<file path="src/hw/fpos_map.svh">
// Offsets, field positions, reset values, opcodes and timing defaults for the sleep/OTP/security block
`ifndef FPOS_MAP_SVH
`define FPOS_MAP_SVH
`define FPOS_SYS_CLK_NS 8
// Instruction codes
`define FPOS_OP_SLEEP 8'h79
`define FPOS_OP_OTP_ENTER 8'hb1
`define FPOS_OP_OTP_EXIT 8'hc1
`define FPOS_OP_SEC_READ 8'h2b
`define FPOS_OP_SEC_WRITE 8'h2c
`define FPOS_OP_WR_LATCH 8'h06
`define FPOS_OP_STAT_WRITE 8'h01
`define FPOS_OP_ARRAY_READ 8'h03
// Security register fields
`define FPOS_SEC_FACTORY 0
`define FPOS_SEC_LOCK 1
`define FPOS_SEC_PSUSP 2
`define FPOS_SEC_ESUSP 3
`define FPOS_SEC_PFAIL 5
`define FPOS_SEC_EFAIL 6
`define FPOS_SEC_RESET 8'h00
// Timing defaults in ns
`define FPOS_SLEEP_ENTRY_NS 3000
`define FPOS_SLEEP_DWELL_NS 30000
`define FPOS_WAKE_PULSE_NS 200
`define FPOS_WAKE_RECOV_NS 30000
// Host serial clock half period in system cycles
`define FPOS_HALF_SCK 3'd4
// Host register offsets and fields
`define FPOS_REG_CMD 8'h00
`define FPOS_REG_STAT 8'h04
`define FPOS_CMD_READ_BIT 8
`define FPOS_CMD_WAKE_BIT 9
`endif

</file>
<file path="src/hw/fpos_pkg.sv">
// Types and shared helpers of the sleep/OTP/security block
package fpos_pkg;
`include "fpos_map.svh"

  typedef enum logic [1:0] {
    DS_STANDBY = 2'b00,
    DS_ENTER = 2'b01,
    DS_SLEEP = 2'b10,
    DS_WAKE = 2'b11
  } fpos_dev_st_t;

  typedef enum logic [2:0] {
    HS_IDLE = 3'b000,
    HS_SHIFT = 3'b001,
    HS_TAIL = 3'b010,
    HS_GAP = 3'b011,
    HS_WAKE = 3'b100,
    HS_WAIT = 3'b101
  } fpos_host_st_t;

  // Least time in ns to whole system cycles, never below one
  function automatic int fpos_cycles(input int ns);
    int c;
    c = (ns + `FPOS_SYS_CLK_NS - 1) / `FPOS_SYS_CLK_NS;
    return (c < 1) ? 1 : c;
  endfunction
endpackage

</file>
<file path="src/hw/fpos_if.sv">
// Serial link between the host controller and the flash command end
interface fpos_if;
  logic cs_n;
  logic sck;
  logic si;
  logic so;
  logic so_oe;
  modport dev (input cs_n, input sck, input si, output so, output so_oe);
  modport host (output cs_n, output sck, output si, input so, input so_oe);
endinterface

</file>
<file path="src/hw/fpos_dev.sv">
// Flash end: deep sleep, OTP mode and security register command handling
// Operation
// Sleep entry executes only on byte boundary
// Stay standby for entry delay, then sleep
// Sleeping device ignores all instructions
// Host waits minimum dwell before waking pulse
// Wake by long select pulse or reset
// Recovery delay after wake pulse ends
// OTP enter switches to OTP region
// Normal commands target OTP while in mode
// OTP mode rejects register writes; locked: all but reads; the code still takes sleep and OTP exit when locked
// OTP exit returns to main array
// Security read accepted anytime, repeatedly
// Security register shifted out until deselect
// Bit 0 shows factory lock, read only
// Bit 1 customer lock, set once
// Bit 2 program suspended flag
// Bit 3 erase suspended flag
// Bit 5 program fail, cleared by success
// Bit 6 erase fail, cleared by success
// Host sends write latch before register write; fpos_host sends it only before the security write, not the status write
// Register write executes only on byte boundary
// Sleep and wake timings are parameters
`include "fpos_map.svh"
module fpos_dev #(
  parameter int SLEEP_ENTRY_NS = `FPOS_SLEEP_ENTRY_NS,
  parameter int WAKE_PULSE_NS = `FPOS_WAKE_PULSE_NS,
  parameter int WAKE_RECOV_NS = `FPOS_WAKE_RECOV_NS,
  parameter bit FACTORY_LOCKED = 1'b0
) (
  // System
  input wire logic sys_clk,
  input wire logic reset,
  input wire logic ce,
  // Link
  fpos_if.dev link,
  // Array engine events, one-cycle pulses
  input wire logic prog_suspend,
  input wire logic prog_resume,
  input wire logic erase_suspend,
  input wire logic erase_resume,
  input wire logic prog_ok,
  input wire logic prog_fail,
  input wire logic erase_ok,
  input wire logic erase_fail,
  // Mode and command outputs
  output logic sleeping,
  output logic otp_mode,
  output logic write_latch,
  output logic cmd_strobe,
  output logic [7:0] cmd_byte,
  output logic cmd_otp,
  output logic status_wr_strobe
);
  localparam logic [15:0] ENTRY_CYC = 16'(fpos_pkg::fpos_cycles(SLEEP_ENTRY_NS));
  localparam logic [15:0] WAKE_CYC = 16'(fpos_pkg::fpos_cycles(WAKE_PULSE_NS));
  localparam logic [15:0] RECOV_CYC = 16'(fpos_pkg::fpos_cycles(WAKE_RECOV_NS));

  logic [2:0] pins_s;
  logic cs_s, sck_s, si_s;

  fpos_sync #(.W(3), .INIT(3'b100)) u_sync (
    .sys_clk(sys_clk),
    .reset(reset),
    .ce(ce),
    .d({link.cs_n, link.sck, link.si}),
    .q(pins_s)
  );
  assign cs_s = pins_s[2];
  assign sck_s = pins_s[1];
  assign si_s = pins_s[0];

  fpos_pkg::fpos_dev_st_t st_q, st_d;
  logic [15:0] tmr_q, tmr_d, low_q, low_d;
  logic [2:0] bit_q, bit_d;
  logic [1:0] byte_q, byte_d;
  logic [7:0] sh_q, sh_d, op_q, op_d, tx_q, tx_d, sec_q, sec_d;
  logic cs_prev_q, sck_prev_q;
  logic so_q, so_d, oe_q, oe_d, wel_q, wel_d, otp_q, otp_d;
  logic cst_q, cst_d, cotp_q, cotp_d, swr_q, swr_d;
  logic [7:0] cb_q, cb_d;

  logic active, sck_rise, sck_fall, cs_rise, reading, single, boundary, read_type;
  logic [7:0] sec_view;

  always_comb begin
    // Listening in standby and during sleep entry; sleep and recovery drop every frame
    active = (st_q == fpos_pkg::DS_STANDBY) || (st_q == fpos_pkg::DS_ENTER);
    sck_rise = sck_s & ~sck_prev_q & ~cs_s;
    sck_fall = ~sck_s & sck_prev_q & ~cs_s;
    cs_rise = cs_s & ~cs_prev_q;
    reading = (op_q == `FPOS_OP_SEC_READ) && (byte_q != 2'd0);
    boundary = (bit_q == 3'd0) && (byte_q != 2'd0);
    single = (bit_q == 3'd0) && (byte_q == 2'd1);
    read_type = (op_q == `FPOS_OP_ARRAY_READ) || (op_q == `FPOS_OP_SEC_READ);
    sec_view = sec_q;
    sec_view[`FPOS_SEC_FACTORY] = FACTORY_LOCKED;

    st_d = st_q;
    tmr_d = tmr_q;
    low_d = low_q;
    bit_d = bit_q;
    byte_d = byte_q;
    sh_d = sh_q;
    op_d = op_q;
    tx_d = tx_q;
    so_d = so_q;
    oe_d = oe_q;
    wel_d = wel_q;
    otp_d = otp_q;
    sec_d = sec_q;
    cst_d = 1'b0;
    cb_d = cb_q;
    cotp_d = cotp_q;
    swr_d = 1'b0;

    if (active && !cs_s) begin
      if (sck_rise) begin
        sh_d = {sh_q[6:0], si_s};
        bit_d = bit_q + 3'd1;
        if (bit_q == 3'd7) begin
          if (byte_q != 2'd3) begin
            byte_d = byte_q + 2'd1;
          end
          if (byte_q == 2'd0) begin
            op_d = {sh_q[6:0], si_s};
          end
        end
      end
      // Reload at each byte start so a repeat read sees live flags
      if (sck_fall && reading) begin
        oe_d = 1'b1;
        if (bit_q == 3'd0) begin
          so_d = sec_view[7];
          tx_d = {sec_view[6:0], 1'b0};
        end else begin
          so_d = tx_q[7];
          tx_d = {tx_q[6:0], 1'b0};
        end
      end
    end

    if (cs_s) begin
      bit_d = 3'd0;
      byte_d = 2'd0;
      op_d = 8'h00;
      oe_d = 1'b0;
    end

    if (cs_rise && active && boundary) begin
      case (op_q)
        `FPOS_OP_SLEEP: begin
          if (single) begin
            st_d = fpos_pkg::DS_ENTER;
            tmr_d = ENTRY_CYC;
          end
        end
        `FPOS_OP_OTP_ENTER: begin
          if (single) begin
            otp_d = 1'b1;
          end
        end
        `FPOS_OP_OTP_EXIT: begin
          if (single) begin
            otp_d = 1'b0;
          end
        end
        `FPOS_OP_WR_LATCH: begin
          if (single && !(otp_q && sec_q[`FPOS_SEC_LOCK])) begin
            wel_d = 1'b1;
          end
        end
        `FPOS_OP_SEC_WRITE: begin
          if (single && wel_q && !otp_q) begin
            sec_d[`FPOS_SEC_LOCK] = 1'b1;
            wel_d = 1'b0;
          end
        end
        `FPOS_OP_STAT_WRITE: begin
          if (!otp_q) begin
            swr_d = 1'b1;
            wel_d = 1'b0;
          end
        end
        `FPOS_OP_SEC_READ: begin
        end
        default: begin
          if (!(otp_q && sec_q[`FPOS_SEC_LOCK] && !read_type)) begin
            cst_d = 1'b1;
            cb_d = op_q;
            cotp_d = otp_q;
          end
        end
      endcase
    end

    case (st_q)
      fpos_pkg::DS_ENTER: begin
        if (tmr_q <= 16'd1) begin
          st_d = fpos_pkg::DS_SLEEP;
          tmr_d = 16'd0;
        end else begin
          tmr_d = tmr_q - 16'd1;
        end
      end
      fpos_pkg::DS_SLEEP: begin
        if (!cs_s && low_q != 16'hffff) begin
          low_d = low_q + 16'd1;
        end
        if (cs_s) begin
          low_d = 16'd0;
        end
        // A short glitch on select must not wake the part
        if (cs_rise && low_q >= WAKE_CYC) begin
          st_d = fpos_pkg::DS_WAKE;
          tmr_d = RECOV_CYC;
        end
      end
      fpos_pkg::DS_WAKE: begin
        low_d = 16'd0;
        if (tmr_q <= 16'd1) begin
          st_d = fpos_pkg::DS_STANDBY;
          tmr_d = 16'd0;
        end else begin
          tmr_d = tmr_q - 16'd1;
        end
      end
      default: begin
        low_d = 16'd0;
      end
    endcase

    // Engine flags: a set beats a clear arriving in the same cycle
    if (prog_suspend) begin
      sec_d[`FPOS_SEC_PSUSP] = 1'b1;
    end else if (prog_resume) begin
      sec_d[`FPOS_SEC_PSUSP] = 1'b0;
    end
    if (erase_suspend) begin
      sec_d[`FPOS_SEC_ESUSP] = 1'b1;
    end else if (erase_resume) begin
      sec_d[`FPOS_SEC_ESUSP] = 1'b0;
    end
    if (prog_fail) begin
      sec_d[`FPOS_SEC_PFAIL] = 1'b1;
    end else if (prog_ok) begin
      sec_d[`FPOS_SEC_PFAIL] = 1'b0;
    end
    if (erase_fail) begin
      sec_d[`FPOS_SEC_EFAIL] = 1'b1;
    end else if (erase_ok) begin
      sec_d[`FPOS_SEC_EFAIL] = 1'b0;
    end
  end

  always_ff @(posedge sys_clk) begin
    if (reset) begin
      st_q <= fpos_pkg::DS_STANDBY;
      tmr_q <= 16'h0000;
      low_q <= 16'h0000;
      bit_q <= 3'h0;
      byte_q <= 2'h0;
      sh_q <= 8'h00;
      op_q <= 8'h00;
      tx_q <= 8'h00;
      so_q <= 1'b0;
      oe_q <= 1'b0;
      wel_q <= 1'b0;
      otp_q <= 1'b0;
      sec_q <= `FPOS_SEC_RESET;
      cs_prev_q <= 1'b1;
      sck_prev_q <= 1'b0;
      cst_q <= 1'b0;
      cb_q <= 8'h00;
      cotp_q <= 1'b0;
      swr_q <= 1'b0;
    end else if (ce) begin
      st_q <= st_d;
      tmr_q <= tmr_d;
      low_q <= low_d;
      bit_q <= bit_d;
      byte_q <= byte_d;
      sh_q <= sh_d;
      op_q <= op_d;
      tx_q <= tx_d;
      so_q <= so_d;
      oe_q <= oe_d;
      wel_q <= wel_d;
      otp_q <= otp_d;
      sec_q <= sec_d;
      cs_prev_q <= cs_s;
      sck_prev_q <= sck_s;
      cst_q <= cst_d;
      cb_q <= cb_d;
      cotp_q <= cotp_d;
      swr_q <= swr_d;
    end
  end

  assign link.so = so_q;
  assign link.so_oe = oe_q;
  assign sleeping = (st_q == fpos_pkg::DS_SLEEP);
  assign otp_mode = otp_q;
  assign write_latch = wel_q;
  assign cmd_strobe = cst_q;
  assign cmd_byte = cb_q;
  assign cmd_otp = cotp_q;
  assign status_wr_strobe = swr_q;
endmodule

</file>
<file path="src/hw/fpos_sync.sv">
// Two-flop synchroniser for pins from outside the system clock domain
module fpos_sync #(
  parameter int W = 1,
  parameter logic [W-1:0] INIT = '0
) (
  // System
  input wire logic sys_clk,
  input wire logic reset,
  input wire logic ce,
  // Data
  input wire logic [W-1:0] d,
  output logic [W-1:0] q
);
  logic [W-1:0] meta_q;
  logic [W-1:0] sync_q;

  always_ff @(posedge sys_clk) begin
    if (reset) begin
      meta_q <= INIT;
      sync_q <= INIT;
    end else if (ce) begin
      meta_q <= d;
      sync_q <= meta_q;
    end
  end

  assign q = sync_q;
endmodule

</file>
<file path="src/flat_wrapper.sv">
// flat-port wrapper written by rule: the top's interface ports become plain ports
module fpos_dev_flat 
#(
  parameter int SLEEP_ENTRY_NS = `FPOS_SLEEP_ENTRY_NS,
  parameter int WAKE_PULSE_NS = `FPOS_WAKE_PULSE_NS,
  parameter int WAKE_RECOV_NS = `FPOS_WAKE_RECOV_NS,
  parameter bit FACTORY_LOCKED = 1'b0
)
  (sys_clk, reset, ce, prog_suspend, prog_resume, erase_suspend, erase_resume, prog_ok, prog_fail, erase_ok, erase_fail, sleeping, otp_mode, write_latch, cmd_strobe, cmd_byte, cmd_otp, status_wr_strobe, link_cs_n, link_sck, link_si, link_so, link_so_oe);
  fpos_if link_i ();
  input wire logic sys_clk;
  input wire logic reset;
  input wire logic ce;
  input wire logic prog_suspend;
  input wire logic prog_resume;
  input wire logic erase_suspend;
  input wire logic erase_resume;
  input wire logic prog_ok;
  input wire logic prog_fail;
  input wire logic erase_ok;
  input wire logic erase_fail;
  output logic sleeping;
  output logic otp_mode;
  output logic write_latch;
  output logic cmd_strobe;
  output logic [7:0] cmd_byte;
  output logic cmd_otp;
  output logic status_wr_strobe;
  input wire logic [$bits(link_i.cs_n)-1:0] link_cs_n;
  input wire logic [$bits(link_i.sck)-1:0] link_sck;
  input wire logic [$bits(link_i.si)-1:0] link_si;
  output wire logic [$bits(link_i.so)-1:0] link_so;
  output wire logic [$bits(link_i.so_oe)-1:0] link_so_oe;
  assign link_i.cs_n = link_cs_n;
  assign link_i.sck = link_sck;
  assign link_i.si = link_si;
  assign link_so = link_i.so;
  assign link_so_oe = link_i.so_oe;
  fpos_dev #(.SLEEP_ENTRY_NS(SLEEP_ENTRY_NS), .WAKE_PULSE_NS(WAKE_PULSE_NS), .WAKE_RECOV_NS(WAKE_RECOV_NS), .FACTORY_LOCKED(FACTORY_LOCKED)) u_core (.sys_clk(sys_clk), .reset(reset), .ce(ce), .link(link_i), .prog_suspend(prog_suspend), .prog_resume(prog_resume), .erase_suspend(erase_suspend), .erase_resume(erase_resume), .prog_ok(prog_ok), .prog_fail(prog_fail), .erase_ok(erase_ok), .erase_fail(erase_fail), .sleeping(sleeping), .otp_mode(otp_mode), .write_latch(write_latch), .cmd_strobe(cmd_strobe), .cmd_byte(cmd_byte), .cmd_otp(cmd_otp), .status_wr_strobe(status_wr_strobe));
endmodule
</file>
<file path="config.mk">
export PLATFORM = sky130hd
export DESIGN_NAME = fpos_dev_flat
export DESIGN_NICKNAME = d
export VERILOG_FILES = /design/src/hw/fpos_pkg.sv /design/src/hw/fpos_if.sv /design/src/hw/fpos_dev.sv /design/src/hw/fpos_sync.sv /design/src/flat_wrapper.sv
export VERILOG_INCLUDE_DIRS = /design/src /design/src/hw
export SDC_FILE = /design/constraint.sdc
export NUM_CORES = 1
export LEC_CHECK = 0
export BUFFER_PORTS_ARGS = -buffer_cell sky130_fd_sc_hd__buf_2
export CAP_MARGIN = 20
export CORE_UTILIZATION = 35
export CTS_BUF_LIST = sky130_fd_sc_hd__clkbuf_4
export DETAILED_ROUTE_END_ITERATION = 7
export PLACE_DENSITY_LB_ADDON = 0.12
export SYNTH_ARGS = -nofsm -noshare
export SYNTH_HDL_FRONTEND = slang
export SYNTH_SLANG_ARGS = --single-unit
</file>
<file path="constraint.sdc">
create_clock -name sys_clk -period 5.2 [get_ports sys_clk]
set_clock_uncertainty 0.15 [all_clocks]
set_input_delay 1.56 -clock sys_clk [delete_from_list [all_inputs] [get_ports sys_clk]]
set_output_delay 1.56 -clock sys_clk [all_outputs]
set_load 0.01 [all_outputs]
</file>
Word level (Yosys, flattened, before mapping):

Index checks and enable logic that the tools add are counted.

* $add $sub $neg: 4
* mux-type cells: 55
* bitwise gates (word level): 12
* $lt $le $gt $ge: 2
* equality and inequality tests: 21
* reduce and logical (&&, ||, !) cells: 53

Operators by type and width (number)
* $mux 16: 7
* $pmux 16 s2: 2
* $mux 8: 6
* $reduce_bool 2->1: 12
* $mux 1: 23
* $mux 2: 11
* $add 16x1->16 const B: 1
* $eq 8x6->1 const B: 2
* $eq 8x8->1 const B: 2
* $ge 16x5->1 const B: 1
* $le 16x1->1 const B: 1
* $ne 16x16->1 const B: 1
* $sub 16x1->16 const B: 1
* $reduce_and 3->1: 5
* $reduce_and 5->1: 3
* $logic_and 1x1->1: 14
* $mux 3: 3
* $eq 8x1->1 const B: 1
* $eq 8x2->1 const B: 1
* $eq 8x3->1 const B: 1
* $eq 8x7->1 const B: 1
* $ne 2x1->1 const B: 4
* $reduce_and 2->1: 4
* $reduce_and 4->1: 2
* 20 further kinds: 38

* bits of input ports: 14
* bits in registers: 90
* output and inout bits: 16

Logic depth before layout (Yosys ltp):

Gate-level depths: netlist of the first run.

* depth after elaboration: 7
* depth in mapped cells: 9
* gate-level depth less buffers: 8

Hierarchy:

Synthesis of the first run repeated with hierarchy kept, for this count alone.

* cell total of the unflattened synthesis: 576
* area, all modules: 4635.7 sq um

By module, submodules not included
* fpos_dev: area an instance 4419.2 sq um, times used 1, cells each 557
* fpos_sync: area an instance 216.5 sq um, times used 1, cells each 19

Worst setup path before layout of the first run:

Ideal clock, no wire load.

* path type: in2reg
* from: input port ce
* to: register u_core.cb_q[0] (netlist: u_core.cmd_byte[0])
* arrival time: 2.889 ns
* cell stages on the path: 6
* slack: 2.089 ns
* cell sequence: nand2_1 or4_1 a31oi_1 and3_1 buf_2 mux2i_1

* word-level cells in the longest chain between the ends: 1

RTL lines
* start, declared: RTL line flat_wrapper.sv:13 `input wire logic ce;`
* $reduce_and 4->1 (no source line)
* end signal, assigned: RTL line fpos_dev.sv:274 `cb_q <= 8'h00;`
* end signal, assigned: RTL line fpos_dev.sv:294 `cb_q <= cb_d;`
* end, declared: RTL line fpos_dev.sv:81 `logic [7:0] cb_q, cb_d;`

No other way between the ends.
A chain may end at the register's enable or synchronous reset.

Final worst setup path of the first run:

* from: register u_core.tmr_q[8]
* to: register u_core.tmr_q[7]

* word-level cells in the longest chain between the ends: 3

RTL lines
* start, declared: RTL line fpos_dev.sv:74 `logic [15:0] tmr_q, tmr_d, low_q, low_d;`
* start signal, assigned: RTL line fpos_dev.sv:279 `tmr_q <= tmr_d;`
* $le 16x1->1: RTL line fpos_dev.sv:199, fpos_dev.sv:221
* $mux 16: RTL line fpos_dev.sv:199, fpos_dev.sv:221
* $pmux 16 s2: RTL line fpos_dev.sv:197 `case (st_q)`

No other way between the ends.

==> reports/metrics.sh, run 1 <==
YOSYS_REGISTER_BITS=88
SETUP.WORST_PATH.CLASS='flop to flop'
POWER_LEAKAGE_nW=1.875
POSTSYNTH.ASYNCRESETSHARE_PCT=0
SYNTH_LARGEST_AREA_CELL='sky130_fd_sc_hd__dfxtp_1'
ANTENNA_FOUND_INITIAL=0
LARGEST_NET_DEGREE_AT_THE_START_OF_GLOBAL_ROUTING=60
TOTAL_POWER_mW=1.225
FIN_AREA_UM2=4949
CLOCK_SINK_COUNT=88
LAYOUT.NETS=617
SYNTH-WARNING-COUNT=0
START_UTIL_PCT=35.78
DESIGN.DIE.AREA_UM2=13310
AREAGROWTHSYNTHTOFINISH_PCT=10.04
SYN_INST_COUNT=578
FINAL_CORE_UTIL_PCT=39.37
HTREE_LEVELS=3
GPL.FINAL_WEIGHTED_CONGESTION=0.8103
SLEW_HEADROOM_PCT=30.54
CLKSLEWWORSTSETUPHOLDPATHS_NS=0.15
GRT_PASS1_VIAS=3733
ROUTED_WIRELENGTH_MM=11.00
SYNTH_FLOP_CELL='sky130_fd_sc_hd__dfxtp_1'
SYN-NUM-NETS=603
CRITICAL_PATH.STARTPOINT_TYPE='flop'
WORST_IR_DROP_VDD_V=0.00009694
SYNTH_CELL_TYPES=54
DETAILEDPLACEMENTHPWL_MM=7.655
POST-ROUTE-DRC-COUNT=0
CRIT_FAMILY='compound AO/OA/AOI/OAI gates'
DIE_H_UM=115.4
WORST_EP_ARRIVAL_TIME_NS=3.65
PLACEMENT.IO_BUFFERS=29
GRT_SETUP_UNREPAIRED='no'
DETAILED_PLACE.AREA_UM2=4766
SYNTH.AVG_CELL_AREA_UM2=7.780
SYNTH_SEQUENTIAL_AREA_RATIO_PCT=39.18
ANTENNA_LEFT=0
VIAS_PER_CELL=5.217
INSERTEDDIODECOUNT=0
CRIT_TOP_CELL='sky130_fd_sc_hd__or4_1'
SLEW_VIOL_FINAL=0
CTS_BUFFER_DEPTH=2
MIN_PERIOD_NS=3.467
REPORT.FINAL.SETUP_VIOL=0
DRT_PRE_ANTENNA_ITERS=4
WORST_SKEW_PAIR.LATE_LATENCY_NS=0.47
DETAILROUTE.VIA_COUNT=4012
RESIZED_AFTER_CTS=0
WORST_PATH_LARGEST_CELL_DELAY_NS=0.92
NETLIST.AREA_LEADER.SHARE_PCT=39.18
STD_CELL_ROWS=41
NUMBER_OF_HOLD_VIOLATIONS_IN_THE_FINAL_REPORT=0
IO_PINS=30
CRITICAL_PATH.ENDPOINT_TYPE='flop'
CAP_VIOLATIONS=0
GRT_OVERFLOW=0
FINALWORSTSETUPSLACK_NS=1.733
FINAL.PERIOD_UTILIZATION_PCT=66.68
GRT_UTIL_ALL_LAYERS_PCT=17.60
TIMING.CRITICAL_PATH.REQUIRED_NS=5.38
PATH_MAX_FANOUT=12
BUFS_AND_INVS_ON_WORST_PATH=1
ROOT_BUFFER='sky130_fd_sc_hd__clkbuf_4'
PRE_CTS_SETUP_SLACK_NS=1.358
DIE_WIDTH_UM=115.4
SYNTH_EDF_COUNT=0
YOSYS-TOP-CELLS-AREA='sky130_fd_sc_hd__dfxtp_1 39%, sky130_fd_sc_hd__nand2_1 7.3%, sky130_fd_sc_hd__nor2_1 6.1%'
PATH_CELLS='or4_1, or4_1, o41ai_2, buf_4, o22ai_1, o311ai_1, a31oi_1'
MAX_CLOCK_FREQ_MHz=288.4
GRT_FIRST_PASS_WIRELENGTH_MM=18.46
FINALSETUPTNS_NS=0
CRITPATHSLOWESTCELL='sky130_fd_sc_hd__o41ai_2'
WORSTHOLDPATHTYPE='flop to flop'
CP_NUM_CELLS=7
SYN-CELL-AREA_UM2=4497
DRT_ITER0_MARKERS=199
POST_CTS_BUFFERS=0
POWER_PER_CELL_AREA_nW_PER_UM2=247.6
WORST_SLEW_PIN_SLEW_NS=1.031
FIN_WORST_HOLD_SLACK_NS=0.3018
CORE-AREA_UM2=12570
HOLDBUFCOUNTCTS=0
LAYOUTNONFILLERINSTCOUNT=769
WORST_HOLD_STAGES=2
DP_CELLS=753
CTS_MADE_BUFFERS=9
TRITONCTS_CLOCK_TREE='yes'
FINAL_ROUTED_WIRE_LENGTH_DIVIDED_BY_CELL_COUNT_UM=14.31
R2R.WORST_PATH.CELLS=7
FINAL_LAYOUT_SIZE_SUFFIX_GT1_SHARE_PCT=9.213
RUN_STATUS='completed'
## flip-flops by register name, summed over array words and instances (netlist names), 2 cells and up
register,flops
u_core.bit_q,3
u_core.byte_q,2
u_core.cmd_byte,8
u_core.low_q,16
u_core.op_q,8
u_core.sec_q,5
u_core.sh_q,7
u_core.st_q,2
u_core.tmr_q,16
u_core.tx_q,6
u_core.u_sync.meta_q,3
u_core.u_sync.q,3
## cell usage after synthesis (4+ instances only)
library cell               count
sky130_fd_sc_hd__or4_1         8
sky130_fd_sc_hd__dfxtp_1      88
sky130_fd_sc_hd__nand3_1      19
sky130_fd_sc_hd__nand2b_1      6
sky130_fd_sc_hd__o21ai_1       7
sky130_fd_sc_hd__a211oi_1      5
sky130_fd_sc_hd__o31ai_1       7
sky130_fd_sc_hd__a22oi_1       9
sky130_fd_sc_hd__nor4_1       11
sky130_fd_sc_hd__o21ai_0      17
sky130_fd_sc_hd__nor2b_1       6
sky130_fd_sc_hd__nand2_1      88
sky130_fd_sc_hd__a31oi_1       9
sky130_fd_sc_hd__xnor2_1       7
sky130_fd_sc_hd__nor2_1       73
sky130_fd_sc_hd__a21oi_1      45
sky130_fd_sc_hd__clkbuf_1     19
sky130_fd_sc_hd__and3_1       10
sky130_fd_sc_hd__xor2_1       11
sky130_fd_sc_hd__o211ai_1      6
sky130_fd_sc_hd__inv_1        17
sky130_fd_sc_hd__nand4_1       6
sky130_fd_sc_hd__mux2i_1      16
sky130_fd_sc_hd__nor3_1       13
sky130_fd_sc_hd__ha_1         11
sky130_fd_sc_hd__buf_1         4
sky130_fd_sc_hd__nor3b_1      12
sky130_fd_sc_hd__buf_2         7
## kinds of logic (layout without fill, tap and decap cells)
kind of cell / Yosys count / count (layout) / share of synthesized area [%]
simple gates: 272 / 272 / 29.36
compound gates: 123 / 123 / 16.97
flops: 88 / 88 / 39.18
buf+inv: 50 / 69 / 4.368
xor+xnor: 18 / 18 / 3.506
mux: 16 / 16 / 3.561
fa+ha+maj: 11 / 11 / 3.061
## final timing paths
check | from | to | slack [ns]
min reg2reg | u_core.cmd_byte[2]$_SDFFE_PP0P_ | u_core.cmd_byte[2]$_SDFFE_PP0P_ | 0.30
min | u_core.cmd_byte[2]$_SDFFE_PP0P_ | u_core.cmd_byte[2]$_SDFFE_PP0P_ | 0.30
max | u_core.tmr_q[8]$_SDFFE_PP0P_ | u_core.tmr_q[7]$_SDFFE_PP0P_ | 1.73
max reg2reg | u_core.tmr_q[8]$_SDFFE_PP0P_ | u_core.tmr_q[7]$_SDFFE_PP0P_ | 1.73
## power by group
| group | switching [mW] | total (mW) | internal, mW |
|---|---|---|---|
| Sequential | 0.00484 | 0.684 | 0.679 |
| Clock | 0.249 | 0.496 | 0.247 |
| Combinational | 0.0314 | 0.0450 | 0.0136 |
| Total | 0.285 | 1.23 | 0.940 |
## layout by cell type, fill, tap and decap left out, types with 11 or more instances in the layout
| master | synthesis | final |
|---|---|---|
| sky130_fd_sc_hd__a21oi_1 | 45 | 45 |
| sky130_fd_sc_hd__buf_2 | 7 | 29 |
| sky130_fd_sc_hd__dfxtp_1 | 88 | 88 |
| sky130_fd_sc_hd__ha_1 | 11 | 11 |
| sky130_fd_sc_hd__inv_1 | 17 | 17 |
| sky130_fd_sc_hd__mux2i_1 | 16 | 16 |
| sky130_fd_sc_hd__nand2_1 | 88 | 88 |
| sky130_fd_sc_hd__nand3_1 | 19 | 19 |
| sky130_fd_sc_hd__nor2_1 | 73 | 73 |
| sky130_fd_sc_hd__nor3_1 | 13 | 13 |
| sky130_fd_sc_hd__nor3b_1 | 12 | 12 |
| sky130_fd_sc_hd__nor4_1 | 11 | 11 |
| sky130_fd_sc_hd__o21ai_0 | 17 | 17 |
| sky130_fd_sc_hd__xor2_1 | 11 | 11 |
## worst reg2reg max path, delay by kind of cell (launching register included)
kind	cells	cell delay, ns
AOI/OAI and AO/OA	4	1.41
buffers and inverters	1	0.31
DFF	1	0.39
and+or+nand+nor	2	1.07
## cell type report
cell class                      instances  area, µm²
Clock buffer                           10      75.07
Clock inverter                          6      107.6
Fill cell                            1346       7620
Inverter                               20      75.07
Multi-Input combinational cell        440       2539
Sequential cell                        88       1762
Tap cell                              172      215.2
Timing Repair Buffer                   33      175.2
## metal layers
metal / global-route usage (%) / routed length (µm) / part of all wire (%)
met2: 26.95 / 4795 / 44
met4: 6.753 / 131 / 1.2
met5: 0 / 0 / 0
met1: 24.34 / 5605 / 51
met3: 3.426 / 471 / 4.3
Note: power is estimated with default switching activity, not from simulation.
==> inputs of run 2 (changes only) <==
- clock period: 5.2 -> 3 ns (I/O delays scaled with it)
==> run 2 against run 1 <==
Net effect: sequential power increased by 73%; clock power increased by 56%; hold slack improved by 0.0028 ns; sequential share of layout area shrank 0.66 points; die area unchanged; worst setup slack worse by 1.5 ns; via count grew 1.5%; design area is 1.9% higher; final cell count grew 1.8%; critical path type unchanged.
==> reports/metrics.sh, run 2 (same netlist as run 1, synthesis figures left out) <==
RUN_STATUS='completed'  # unchanged
DIE_WIDTH_UM=115.4  # unchanged
GRT_SETUP_UNREPAIRED='no'  # unchanged
REPORT.FINAL.SETUP_VIOL=0  # unchanged
DETAILROUTE.VIA_COUNT=4072  # was 4012
CRITICAL_PATH.STARTPOINT_TYPE='flop'  # unchanged
SLEW_VIOL_FINAL=0  # unchanged
WORSTHOLDPATHTYPE='flop to flop'  # unchanged
NUMBER_OF_HOLD_VIOLATIONS_IN_THE_FINAL_REPORT=0  # unchanged
DESIGN.DIE.AREA_UM2=13310  # unchanged
R2R.WORST_PATH.CELLS=7  # unchanged
DIE_H_UM=115.4  # unchanged
POWER_LEAKAGE_nW=1.934  # was 1.875 nW
FINALSETUPTNS_NS=0  # unchanged
GRT_OVERFLOW=0  # unchanged
NET-SWITCHING-POWER_uW=501.0  # was 285.2 µW
HOLDBUFCOUNTCTS=0  # unchanged
CORE-AREA_UM2=12570  # unchanged
INSERTEDDIODECOUNT=0  # unchanged
POWER.SHARE.SEQUENTIAL_PCT=57.8  # was 55.8%
WHS_ENDPOINT='u_core.cmd_byte[7]$_SDFFE_PP0P_'  # was u_core.cmd_byte[2]$_SDFFE_PP0P_
DETAILED_PLACE.AREA_UM2=4871  # was 4766 µm²
LARGEST_NET_DEGREE_AT_THE_START_OF_GLOBAL_ROUTING=28  # was 60
ANTENNA_LEFT=0  # unchanged
CAP_VIOLATIONS=0  # unchanged
WORST_IR_DROP_VDD_V=0.0001674  # was 0.00009694 V
CTS_BUFFER_DEPTH=2  # unchanged
POWER_PER_CELL_AREA_nW_PER_UM2=405.9  # was 247.6 nW/µm²
LEADING_REGISTERS_BY_FLOP_COUNT='u_core.low_q (16), u_core.tmr_q (16)'  # unchanged
GRT_PASS1_VIAS=3750  # was 3733
GRT_UTIL_ALL_LAYERS_PCT=17.96  # was 17.60%
TRITONCTS_CLOCK_TREE='yes'  # unchanged
CLKSLEWWORSTSETUPHOLDPATHS_NS=0.15  # about the same
WORST_R2R_ENDPOINT='u_core.tmr_q[5]$_SDFFE_PP0P_'  # was u_core.tmr_q[7]$_SDFFE_PP0P_
TIMING.CRITICAL_PATH.REQUIRED_NS=3.22  # was 5.38 ns
DRT_PRE_ANTENNA_ITERS=4  # unchanged
FINAL_LAYOUT_SIZE_SUFFIX_GT1_SHARE_PCT=11.46  # was 9.213%
CLOCK_SINK_COUNT=88  # unchanged
PWR-SHARE-COMB_PCT=4.3  # was 3.7%
WORSTREG2REGSTART='u_core.tmr_q[8]$_SDFFE_PP0P_'  # unchanged
CRITICAL_PATH.ENDPOINT_TYPE='flop'  # unchanged
ROOT_BUFFER='sky130_fd_sc_hd__clkbuf_4'  # unchanged
DETAILEDPLACEMENTHPWL_MM=7.994  # was 7.655 mm
HOLD_PATH.STARTPOINT='u_core.cmd_byte[7]$_SDFFE_PP0P_'  # was u_core.cmd_byte[2]$_SDFFE_PP0P_
CTS_MADE_BUFFERS=9  # unchanged
SLEW_HEADROOM_PCT=56.75  # was 30.54%
PLACEMENT.IO_BUFFERS=29  # unchanged
REGTOREGSETUPSLACK_NS=0.22  # was 1.73 ns
STD_CELL_ROWS=41  # unchanged
FINAL.PERIOD_UTILIZATION_PCT=92.83  # was 66.68%
FINAL_ROUTED_WIRE_LENGTH_DIVIDED_BY_CELL_COUNT_UM=14.27  # was 14.31 µm
WORST_HOLD_STAGES=2  # unchanged
DRT_ITER0_MARKERS=223  # was 199
LAYOUT_COMMON_CELLS='88 x sky130_fd_sc_hd__nand2_1, 88 x sky130_fd_sc_hd__dfxtp_1, 73 x sky130_fd_sc_hd__nor2_1, 45 x sky130_fd_sc_hd__a21oi_1, 29 x sky130_fd_sc_hd__buf_2'  # unchanged
SETUP.WORST_PATH.CLASS='flop to flop'  # unchanged
WORST_SLEW_PIN_SLEW_NS=0.6433  # was 1.031 ns
P_INT_mW=1.546  # was 940.1 µW
FIN_WORST_HOLD_SLACK_NS=0.3047  # was 0.3018 ns
ANTENNA_FOUND_INITIAL=0  # unchanged
MIN_PERIOD_NS=2.785  # was 3.467 ns
FIN_AREA_UM2=5042  # was 4949 µm²
LAYOUT.NETS=631  # was 617
IO_PINS=30  # unchanged
VIAS_PER_CELL=5.201  # was 5.217
FILLERS=1320  # was 1346
START_UTIL_PCT=35.78  # unchanged
HTREE_LEVELS=3  # unchanged
POST-ROUTE-DRC-COUNT=0  # unchanged
POWER_SWITCHING_SHARE_PCT=24.48  # was 23.28%
GPL.FINAL_WEIGHTED_CONGESTION=0.8225  # was 0.8103
RESIZED_AFTER_CTS=0  # unchanged
WORST_EP_ARRIVAL_TIME_NS=3.01  # was 3.65 ns
TOTAL_POWER_mW=2.047  # was 1.225 mW
MAX_CLOCK_FREQ_MHz=359.1  # was 288.4 MHz
AREAGROWTHSYNTHTOFINISH_PCT=12.13  # was 10.04%
WORST_SKEW_PAIR.LATE_LATENCY_NS=0.47  # about the same
POST_CTS_BUFFERS=0  # unchanged
PATH_MAX_FANOUT=13  # was 12
GRT_FIRST_PASS_WIRELENGTH_MM=18.71  # was 18.46 mm
ROUTED_WIRELENGTH_MM=11.17  # was 11.00 mm
CLOCK_POWER_SHARE_PCT=37.9  # was 40.5%
run 2: critical path: stages (launching register included):
cell and delay (ns):
sky130_fd_sc_hd__dfxtp_1 0.38, sky130_fd_sc_hd__or4_1 0.58, sky130_fd_sc_hd__or4_1 0.49, sky130_fd_sc_hd__o41ai_2 0.36, sky130_fd_sc_hd__buf_4 0.26, sky130_fd_sc_hd__nor2_1 0.08, sky130_fd_sc_hd__o21a_1 0.18, sky130_fd_sc_hd__o221a_1 0.21
run 2: metrics by stage:
step,setup WS (ns),utilization (%),std cells
global placement,0.1513,38.76,767
CTS,0.09590,40.04,783
detailed placement,0.1476,38.76,767
finish,0.2152,40.12,783
global route,0.00005285,40.12,783
floorplan,0.3961,-,578
run 2: layout make-up:
cell class,instances,area [µm²],share of cell area (%)
clock buffer,9,67.56,1.340
clock inverter,7,93.84,1.861
inverter,20,75.07,1.489
multi-input combinational,440,2549,50.55
sequential,88,1762,34.94
tap,172,215.2,4.268
timing repair buffer,47,280.3,5.558
run 2: worst max-delay path by stage:
stage                             startpoint                            end  slack, ns  cells past startpoint
2_1_floorplan   u_core.tmr_q[3]$_SDFFE_PP0P_  u_core.tmr_q[13]$_SDFFE_PP0P_       0.40                      6
3_3_place_gp     u_core.op_q[0]$_SDFFE_PP0P_   u_core.tmr_q[2]$_SDFFE_PP0P_       0.15                      6
3_5_place_dp     u_core.op_q[0]$_SDFFE_PP0P_   u_core.tmr_q[2]$_SDFFE_PP0P_       0.15                      6
4_1_cts          u_core.op_q[0]$_SDFFE_PP0P_   u_core.tmr_q[2]$_SDFFE_PP0P_        0.1                      6
5_1_grt        u_core.byte_q[0]$_SDFFE_PP0P_    u_core.cmd_otp$_SDFFE_PP0P_    0.00005                      8
6_report        u_core.tmr_q[8]$_SDFFE_PP0P_   u_core.tmr_q[5]$_SDFFE_PP0P_       0.22                      7
run 2: power by group through the flow:
stage                     Clock (mW)  Combinational, mW  Sequential [mW]
after global placement             0             0.0871             1.21
after detailed placement           0             0.0874             1.21
after CTS                      0.809             0.0879             1.18
final                          0.776             0.0873             1.18
after floorplan                    0             0.0554             1.21
after global routing           0.864             0.0975             1.19
run 2: metal layers:
| metal | vias up | track usage (%) | share of wire [%] |
|---|---|---|---|
| met5 | - | 0 | 0 |
| met4 | 0 | 7.446 | 1.8 |
| met3 | 12 | 3.374 | 4.3 |
| met2 | 70 | 26.47 | 43 |
| met1 | 1891 | 25.52 | 51 |
| li1 | 2099 | - | - |
